--- src/gtl_regs.vh ---
// Constants for the IEEE 488 talker/listener port.
`ifndef GTL_REGS_VH
`define GTL_REGS_VH
`define GTL_CMD_LLO      7'h11
`define GTL_CMD_DCL      7'h14
`define GTL_CMD_PPU      7'h15
`define GTL_CMD_SPE      7'h18
`define GTL_CMD_SPD      7'h19
`define GTL_CMD_GET      7'h08
`define GTL_CMD_SDC      7'h04
`define GTL_CMD_UNL      7'h3f
`define GTL_CMD_UNT      7'h5f
`define GTL_LAG_BASE     2'h1
`define GTL_TAG_BASE     2'h2
`define GTL_SRQ_BIT      6
`define GTL_SETTLE_NS    2000
`define GTL_CLK_NS       50
`define GTL_SETTLE_CYC   ((`GTL_SETTLE_NS + `GTL_CLK_NS - 1) / `GTL_CLK_NS)
`endif

--- src/gtl_port.v ---
// Device-side IEEE 488 talker/listener port with source and acceptor handshakes.
// Behaviour
// - Basic talker, serial poll, unaddressed on own listen.
// - Basic listener, unaddressed on any other listen address.
// - Never answer a parallel poll.
// - Group execute trigger is ignored.
// - Lines only pulled low, otherwise released.
// - Talker addressing uses primary address only.
// - Listener addressing uses primary address only.
`timescale 1ns/1ps
`include "gtl_regs.vh"
module gtl_port (
	// Clock and reset.
	input  wire       ref_clk,
	input  wire       srst,
	// Configuration.
	input  wire [4:0] bus_addr,
	// Bus inputs, true when the line is asserted (low on the wire).
	input  wire [7:0] dio_in,
	input  wire       dav_in,
	input  wire       nrfd_in,
	input  wire       ndac_in,
	input  wire       eoi_in,
	input  wire       atn_in,
	input  wire       ifc_in,
	// Bus drives, enable high pulls the line low.
	output reg  [7:0] dio_oe,
	output reg        dav_oe,
	output reg        nrfd_oe,
	output reg        ndac_oe,
	output reg        eoi_oe,
	output reg        srq_oe,
	// Received data to the instrument.
	output reg  [7:0] rx_data,
	output reg        rx_end,
	output reg        rx_valid,
	input  wire       rx_ready,
	// Data to send from the instrument.
	input  wire [7:0] tx_data,
	input  wire       tx_end,
	input  wire       tx_valid,
	output reg        tx_ready,
	// Service request and status.
	input  wire       rsv_set,
	input  wire [7:0] status_byte,
	output reg        dev_clear,
	output reg        talk_state,
	output reg        listen_state
);
	localparam S_IDLE   = 2'h0;
	localparam S_SETTLE = 2'h1;
	localparam S_DAV    = 2'h2;
	localparam S_WAIT   = 2'h3;

	wire [7:0] dio;
	wire [5:0] ctl;
	wire       dav;
	wire       nrfd;
	wire       ndac;
	wire       eoi;
	wire       atn;
	wire       ifc;

	reg        spe;
	reg        spas;
	reg        rsv;
	reg        acc_busy;
	reg  [1:0] sh_state;
	reg  [6:0] sh_cnt;
	reg  [7:0] sh_byte;
	reg        sh_end;
	reg        sh_serial;
	reg        next_rsv;

	gtl_sync2 #(.W(8)) u_sd (
		.ref_clk (ref_clk),
		.srst    (srst),
		.d       (dio_in),
		.q       (dio)
	);
	gtl_sync2 #(.W(6)) u_sc (
		.ref_clk (ref_clk),
		.srst    (srst),
		.d       ({dav_in, nrfd_in, ndac_in, eoi_in, atn_in, ifc_in}),
		.q       (ctl)
	);
	assign dav  = ctl[5];
	assign nrfd = ctl[4];
	assign ndac = ctl[3];
	assign eoi  = ctl[2];
	assign atn  = ctl[1];
	assign ifc  = ctl[0];

	// Primary address match only; secondary addresses are never decoded.
	function is_addr;
		input [6:0] b;
		input [1:0] grp;
		input [4:0] a;
		begin
			is_addr = (b[6:5] == grp) && (b[4:0] == a) && (b[4:0] != 5'h1f);
		end
	endfunction

	wire addr_cmd = atn && dav && !acc_busy;
	wire [6:0] cmd = dio[6:0];
	wire my_listen = addr_cmd && is_addr(cmd, `GTL_LAG_BASE, bus_addr);
	wire any_listen = addr_cmd && (cmd[6:5] == `GTL_LAG_BASE);
	wire my_talk = addr_cmd && is_addr(cmd, `GTL_TAG_BASE, bus_addr);
	wire other_talk = addr_cmd && (cmd[6:5] == `GTL_TAG_BASE) && !my_talk;
	wire data_byte = !atn && dav && !acc_busy && listen_state;

	// Service request: held until the controller polls the status byte out.
	always @* begin
		next_rsv = rsv;
		if (sh_state == S_WAIT && sh_serial && !ndac)
			next_rsv = 1'b0;
		if (rsv_set)
			next_rsv = 1'b1;
	end

	always @(posedge ref_clk) begin
		if (srst || ifc) begin
			talk_state   <= 1'b0;
			listen_state <= 1'b0;
			spe          <= 1'b0;
			spas         <= 1'b0;
			rsv          <= 1'b0;
			acc_busy     <= 1'b0;
			dev_clear    <= 1'b0;
			rx_data      <= 8'h00;
			rx_end       <= 1'b0;
			rx_valid     <= 1'b0;
			nrfd_oe      <= 1'b0;
			ndac_oe      <= 1'b0;
			srq_oe       <= 1'b0;
		end else begin
			rsv       <= next_rsv;
			dev_clear <= 1'b0;
			srq_oe    <= next_rsv && !spas;
			if (rx_valid && rx_ready)
				rx_valid <= 1'b0;
			// Acceptor: all devices join the handshake while attention is asserted.
			if (!dav) begin
				acc_busy <= 1'b0;
				ndac_oe  <= (atn || listen_state) ? 1'b1 : 1'b0;
				nrfd_oe  <= (listen_state && !atn && rx_valid) ? 1'b1 : 1'b0;
			end else if (!acc_busy && (atn || listen_state)) begin
				acc_busy <= 1'b1;
				nrfd_oe  <= 1'b1;
				ndac_oe  <= 1'b0;
			end
			if (my_listen) begin
				listen_state <= 1'b1;
				talk_state   <= 1'b0;
			end else if (any_listen) begin
				// Any other listen address, unlisten included, ends listening.
				listen_state <= 1'b0;
			end
			if (my_talk) begin
				talk_state <= 1'b1;
			end else if (other_talk) begin
				talk_state <= 1'b0;
			end
			if (addr_cmd && cmd == `GTL_CMD_SPE)
				spe <= 1'b1;
			if (addr_cmd && cmd == `GTL_CMD_SPD)
				spe <= 1'b0;
			if (addr_cmd && (cmd == `GTL_CMD_DCL || (cmd == `GTL_CMD_SDC && listen_state)))
				dev_clear <= 1'b1;
			// A group execute trigger or a parallel poll command falls through
			// with no action, so the data lines are never driven for a parallel poll.
			if (data_byte) begin
				rx_data  <= dio;
				rx_end   <= eoi;
				rx_valid <= 1'b1;
			end
			if (!atn && talk_state && spe)
				spas <= 1'b1;
			else if (atn)
				spas <= 1'b0;
		end
	end

	// Source handshake: data settle, then assert valid until all accept.
	always @(posedge ref_clk) begin
		if (srst || ifc || atn) begin
			sh_state  <= S_IDLE;
			sh_cnt    <= 7'h00;
			sh_byte   <= 8'h00;
			sh_end    <= 1'b0;
			sh_serial <= 1'b0;
			dio_oe    <= 8'h00;
			dav_oe    <= 1'b0;
			eoi_oe    <= 1'b0;
			tx_ready  <= 1'b0;
		end else begin
			tx_ready <= 1'b0;
			case (sh_state)
				S_IDLE: begin
					if (talk_state && spe) begin
						sh_byte   <= {status_byte[7], rsv, status_byte[5:0]};
						sh_end    <= 1'b0;
						sh_serial <= 1'b1;
						sh_cnt    <= 7'h00;
						sh_state  <= S_SETTLE;
					end else if (talk_state && tx_valid && !tx_ready) begin
						sh_byte   <= tx_data;
						sh_end    <= tx_end;
						sh_serial <= 1'b0;
						tx_ready  <= 1'b1;
						sh_cnt    <= 7'h00;
						sh_state  <= S_SETTLE;
					end
				end
				S_SETTLE: begin
					dio_oe <= sh_byte;
					eoi_oe <= sh_end;
					// Saturate so a long not-ready stall cannot wrap the settle count.
					if (sh_cnt != 7'h7f)
						sh_cnt <= sh_cnt + 7'h01;
					if ({25'h0, sh_cnt} >= (`GTL_SETTLE_CYC - 1) && !nrfd && ndac)
						sh_state <= S_DAV;
				end
				S_DAV: begin
					dav_oe   <= 1'b1;
					sh_state <= S_WAIT;
				end
				S_WAIT: begin
					if (!ndac) begin
						dav_oe   <= 1'b0;
						dio_oe   <= 8'h00;
						eoi_oe   <= 1'b0;
						sh_state <= sh_serial ? S_WAIT : S_IDLE;
					end
				end
				default: sh_state <= S_IDLE;
			endcase
		end
	end
endmodule

--- src/gtl_sync2.v ---
// Two-stage level register for the bus data and control lines.
`timescale 1ns/1ps
module gtl_sync2 #(
	parameter W = 8
) (
	// Clock and reset.
	input  wire         ref_clk,
	input  wire         srst,
	// Level in and settled level out.
	input  wire [W-1:0] d,
	output reg  [W-1:0] q
);
	reg [W-1:0] stage;
	always @(posedge ref_clk) begin
		if (srst) begin
			stage <= {W{1'b0}};
			q     <= {W{1'b0}};
		end else begin
			stage <= d;
			q     <= stage;
		end
	end
endmodule

--- config.mk ---
export PLATFORM = sky130hd
export DESIGN_NAME = gtl_port
export DESIGN_NICKNAME = d
export VERILOG_FILES = /design/src/gtl_port.v /design/src/gtl_sync2.v
export VERILOG_INCLUDE_DIRS = /design/src
export SDC_FILE = /design/constraint.sdc
export NUM_CORES = 1
export LEC_CHECK = 0
export BUFFER_PORTS_ARGS = -buffer_cell sky130_fd_sc_hd__buf_2
export CORE_ASPECT_RATIO = 1.75
export CORE_MARGIN = 2
export CORE_UTILIZATION = 45
export CTS_CLUSTER_SIZE = 14
export DETAILED_ROUTE_END_ITERATION = 6
export PLACE_DENSITY = 0.7
export SLEW_MARGIN = 30
export SYNTH_ARGS = -nofsm -noshare
export SYNTH_HDL_FRONTEND = slang
export SYNTH_SLANG_ARGS = --single-unit
--- constraint.sdc ---
create_clock -name ref_clk -period 4.35 [get_ports ref_clk]
set_input_delay 0.2175 -clock ref_clk [delete_from_list [all_inputs] [get_ports ref_clk]]
set_output_delay 0.2175 -clock ref_clk [all_outputs]
set_load 0.02 [all_outputs]
* Word-level counts from Yosys, hierarchy flattened
Cells that the tools add are included.
** Storage, ports and cells
- Bits in registers :: 78
- Input port bits :: 41
- Output and inout bits :: 27
** Cells by class
- Add/sub/neg operators :: 1
- Magnitude comparators :: 1
- Equal/unequal tests :: 17
- Mux-type cells :: 40
- Bitwise operators :: 2
- Reduce and logical (&&, ||, !) cells :: 60
** Operators by type and width (count)
- logical AND 1 bit :: 32
- 2-to-1 mux 1 bit :: 24
- 2-to-1 mux 8 bit :: 3
- equality test 7 x 5 -> 1 bit, second input constant :: 3
- 2-to-1 mux 7 bit :: 3
- one-hot mux 8 bit (2 select lines) :: 1
- one-hot mux 7 bit (2 select lines) :: 1
- nonzero test 2 bit :: 7
- 2-to-1 mux 2 bit :: 5
- inequality test 2 bit, second input constant :: 4
- one-hot mux 2 bit (4 select lines) :: 1
- adder 7 x 1 -> 7 bit, second input constant :: 1
- equality test 7 x 3 -> 1 bit, second input constant :: 1
- greater-or-equal comparator 7 x 6 -> 1 bit, second input constant :: 1
- logical NOT 1 bit :: 7
- inequality test 7 bit, second input constant :: 1
- equality test 2 bit, second input constant :: 3
- AND reduction 2 bit :: 3
- AND reduction 3 bit :: 2
- equality test 5 bit :: 1
- inequality test 5 bit, second input constant :: 1
- equality test 2 x 1 -> 1 bit, second input constant :: 2
- logical OR 1 bit :: 4
- one-hot mux 1 bit (2 select lines) :: 2
- 6 further kinds :: 8

* Logic depth before layout (Yosys ltp)
- Word-level depth :: 8
- Mapped depth :: 6
- Depth with buffers taken out :: 5

* Cells and area by module
Synthesis repeated with hierarchy kept, for this count alone.
** Unflattened totals
- Cells, all modules :: 325
- Area, all modules :: 3047.9 µm²
** By module, submodules not included
- gtl_port :: instances 1, cells an instance 267, area each 2217.1 µm²
- gtl_sync2 (u_sd) :: instances 1, cells an instance 33, area each 464.2 µm²
- gtl_sync2 (u_sc) :: instances 1, cells an instance 25, area each 366.6 µm²

* Worst setup path before layout
OpenSTA, ideal clock, no wires.
- Kind :: reg2reg
- Start :: reg tx_ready
- End :: reg sh_cnt[5]
- Arrival :: 1.392 ns
- Path slack :: 2.886 ns
- Cell stages (with the launch flop) :: 5
- Buffers on the path :: 0
- Period minus slack after synthesis :: 1.464 ns
- Path through :: dfxtp_1 and2b_2 o211a_1 or3_1 mux2i_1
** On the way
- Word-level cells in the longest chain between the ends :: 4
** RTL lines
- start, declared :: RTL line gtl_port.v:42 : output reg tx_ready,
- start signal, assigned :: RTL line gtl_port.v:195 : tx_ready <= 1'b0;
- start signal, assigned :: RTL line gtl_port.v:197 : tx_ready <= 1'b0;
- start signal, assigned :: RTL line gtl_port.v:210 : tx_ready <= 1'b1;
- logical NOT 1 bit :: RTL line gtl_port.v:206 : end else if (talk_state && tx_valid && !tx_ready) begin
- logical AND 1 bit :: RTL line gtl_port.v:206
- inequality test 3 bit (no source line)
- AND reduction 3 bit (no source line)
- end signal, assigned :: RTL line gtl_port.v:220 : sh_cnt <= sh_cnt + 7'h01;
- end, declared :: RTL line gtl_port.v:69 : reg [6:0] sh_cnt;
Every way passes these cells.
A chain may end at the register's enable or synchronous reset.

* Worst setup path in the final report
- Start :: reg u_sc.q[1]
- End :: reg sh_cnt[5]
** On the way
- Word-level cells in the longest chain between the ends :: 1
** RTL lines
- start, declared :: RTL line gtl_sync2.v:11 : output reg [W-1:0] q
- start signal, assigned :: RTL line gtl_sync2.v:17 : q <= {W{1'b0}};
- start signal, assigned :: RTL line gtl_sync2.v:20 : q <= stage;
- logical OR 1 bit :: RTL line gtl_port.v:186 : if (srst || ifc || atn) begin
Every way passes these cells.

==> results_dict.tcl <==
set metrics [dict create \
    p_switching_w 0.000313 \
    dr_total_vias 2547 \
    core_um2 6490 \
    crit_slowest_cell "or3_1" \
    clk_latency_ns 0.34 \
    slew_headroom 0.367 \
    finalNonFillerCells 475 \
    cp-startpoint "u_sc.q[1]$_SDFF_PP0_" \
    min_path_type "input pin to flip-flop" \
    cts_resized 0 \
    antenna_left 0 \
    drtIter0Drc 180 \
    critPathArrivalTime_ns 2.16 \
    antenna_cells 0 \
    drive_above_1_share 0.226 \
    antenna_found_initial 0 \
    synth_top_area_frac 0.520 \
    grtUsageMet2 0.345 \
    clock_sinks 78 \
    yosys.area_share.adder 0.00416 \
    holdBufCountCts 0 \
    syn_nets 373 \
    syn_avg_cell_area_um2 9.08 \
    seq_area_um2 1560 \
    wl_per_cell_um 13.7 \
    synth_edf_count 0 \
    netlist_top_cells_area "dfxtp_1 52%, nor2b_1 6.2%, nand2_1 5.5%" \
    syn_to_final_growth_pct 20.5 \
    fin_nets 430 \
    use_met1 0.188 \
    placed_cells 459 \
    final_cell_area_um2 3620 \
    r2r_slack_ns 2.46 \
    multi_input_area_um2 1320 \
    clockBufferDepth 2 \
    power_frac_comb 0.038 \
    final.setup_skew_ns 0.00737 \
    slew_violations 0 \
    tightest_slew_ns 0.950 \
    path_clk_slew_ns 0.06 \
    yosysUniqueCellTypes 49 \
    finalSetupViolations 0 \
    synth_top_family_by_area "simple AND/OR/NAND/NOR gates" \
    via_per_inst 5.36 \
    synthMuxAreaShare 0.00333 \
    ys_warn_count 0 \
    r2r_start "u_sc.q[1]$_SDFF_PP0_" \
    power.share.switching 0.209 \
    nFillCells 623 \
    synthXorXnorAreaFrac 0.0117 \
    worstPathRequired_ns 4.62 \
    htree_levels 3 \
    leakage_nw 1.45 \
    critical_path.top_delay_family "simple AND/OR/NAND/NOR gates" \
    synthArstFlopShare 0 \
    slowest_delay_ns 0.79 \
    yosys.area.top_type "dfxtp_1" \
    grt_pass1_wl_um 10800 \
    synth_compound_area_frac 0.140 \
    dr.pass1.iters 4 \
    crit_path_start_kind "flip-flop" \
    vdd_drop_max_v 0.000293 \
    gp_congestion 0.829 \
    floorplan.initialDensity 0.463 \
    post-route-period-util 0.433 \
    ys_ff_latch 78 \
    pwr_density_cell_nw_per_um2 414 \
    cts_buffers 9 \
    grt_max_degree 32 \
    top_usage_layer "met2" \
    cp.depth 3 \
    cts_root_buf "clkbuf_16" \
    grt_pass1_vias 2428 \
    chipWidth_um 65.8 \
    die_area_um2 7370 \
    grt-ovfl-total 0 \
    total_power_w 0.00150 \
    p_seq_frac 0.491 \
    crit_chain "or3_1, or3_1, mux2i_1" \
    path_max_fanout 27 \
    grt_use_total 0.190 \
    synth_simple_gate_area_frac 0.279 \
    die_h_um 112 \
    io_pins 68 \
    critPathCapture "sh_cnt[5]$_SDFFE_PP0P_" \
    syn_inst 331 \
    use_met3 0.0511 \
    hold_viol 0 \
    placement.io_buffers 66 \
    r2r-end "sh_cnt[5]$_SDFFE_PP0P_" \
    period_needed_ns 1.89 \
    status "completed" \
    drc 0 \
    routed_wl_um 6490 \
    dp_hpwl_um 4660 \
    max_cap_violations 0 \
    crit_buf_inv 0 \
    netlist_area_um2 3010 \
    path_common_cell "or3_1" \
    cts_tree "done" \
    max_clock_freq_mhz 530 \
    rsz0062_at_grt "no" \
    pwr-share-clk 0.471 \
    cts_setup_buffers 0 \
    worst-setup-path-type "flip-flop to flip-flop" \
    synth_flop_cell "dfxtp_1" \
    placedInstanceArea_um2 3330 \
    std_cell_rows 39 \
    reg2reg_depth 3 \
    ys_seq_area_frac 0.520 \
    internal-power_w 0.00119 \
    setup_tns_ns 0 \
    crit_path_end_kind "flip-flop" \
]
-- cell families after synthesis --
group / Yosys count
and+or+nand+nor: 158
DFF: 78
AOI/OAI and AO/OA: 63
buffers and inverters: 26
xor gates and xnor gates: 4
muxes: 1
adders and majority gates: 1
-- registers in the layout (all words and copies together) (netlist names), 2 cells and up --
register    flops
sh_cnt          7
u_sd.stage      8
sh_state        2
u_sc.stage      6
dio_oe          8
rx_data         8
sh_byte         8
u_sd.q          8
u_sc.q          6
-- how the worst min path moves through the flow --
stage | start | endpoint | slack, ns | cells past startpoint
6_report | dio_in[2] | u_sd.stage[2]$_SDFF_PP0_ | 0.08 | 2
5_1_grt | dio_in[2] | u_sd.stage[2]$_SDFF_PP0_ | 0.1 | 2
4_1_cts | dio_in[2] | u_sd.stage[2]$_SDFF_PP0_ | 0.08 | 2
3_5_place_dp | spas$_SDFFE_PP0P_ | srq_oe$_SDFF_PP0_ | 0.42 | 1
3_3_place_gp | spas$_SDFFE_PP0P_ | srq_oe$_SDFF_PP0_ | 0.41 | 1
2_1_floorplan | rsv_set | rsv$_SDFF_PP0_ | 0.35 | 2
-- power by group through the flow --
stage          sequential, W  combinational [W]  clock, W
6_report            0.000737          0.0000563  0.000707
2_1_floorplan       0.000751          0.0000332         0
5_1_grt             0.000738          0.0000638  0.000752
3_5_place_dp        0.000752          0.0000572         0
4_1_cts             0.000736          0.0000573  0.000721
3_3_place_gp        0.000752          0.0000561         0
-- synth_stat cells, drive strengths merged (3+ instances only) --
cell,instances
or3,5
xnor2,4
nand2,44
clkbuf,12
nor4,4
o31ai,4
nor3b,3
buf,8
nand3,22
and3,3
nand4,3
inv,6
nor2b,30
o21ai,7
nor3,5
a311oi,8
a21oi,30
nor2,22
dfxtp,78
-- layer usage --
metal | wire [um] | vias to the layer above | share of wire
met5 | 0 | - | 0
met4 | 139 | 0 | 0.021
met3 | 446 | 12 | 0.069
met2 | 3490 | 77 | 0.54
met1 | 2410 | 1194 | 0.37
li1 | - | 1264 | -
-- stage by stage --
step            util  hold slack (ns)  setup WS [ns]
2_1_floorplan      -            0.345           2.89
3_3_place_gp   0.514            0.412           2.41
3_5_place_dp   0.514            0.421           2.38
4_1_cts        0.558           0.0779           2.47
5_1_grt        0.558           0.0974           2.36
6_report       0.558           0.0803           2.46
-- worst reg2reg max path: stages, from the launching register on --
cell and delay [ns]:
dfxtp_1 0.39, or3_1 0.79, or3_1 0.50, mux2i_1 0.14
-- final cells by class --
class	instances	share of cell area
clock inverter	3	0.00484
inverter	6	0.00622
tap	82	0.0283
clock buffer	13	0.0746
sequential	78	0.431
timing repair buffer	66	0.0912
multi-input combinational	227	0.364
-- layout by cell type, fill, tap and decap left out, types with 3 or more instances in the layout --
master / netlist / layout
o31ai_1: 4 / 4
or3_1: 5 / 5
nor2b_1: 30 / 30
nand2_1: 44 / 44
o21ai_0: 7 / 7
buf_2: 5 / 66
clkbuf_8: 0 / 3
xnor2_1: 4 / 4
nor2_1: 22 / 22
nor3_1: 5 / 5
inv_1: 6 / 6
dfxtp_1: 78 / 78
nor3b_1: 3 / 3
nand4_1: 3 / 3
and3_1: 3 / 3
nand3_1: 22 / 22
a21oi_1: 30 / 30
nor4_1: 3 / 3
clkbuf_16: 0 / 9
a311oi_1: 8 / 8
Power figures use the tool's default switching activity.
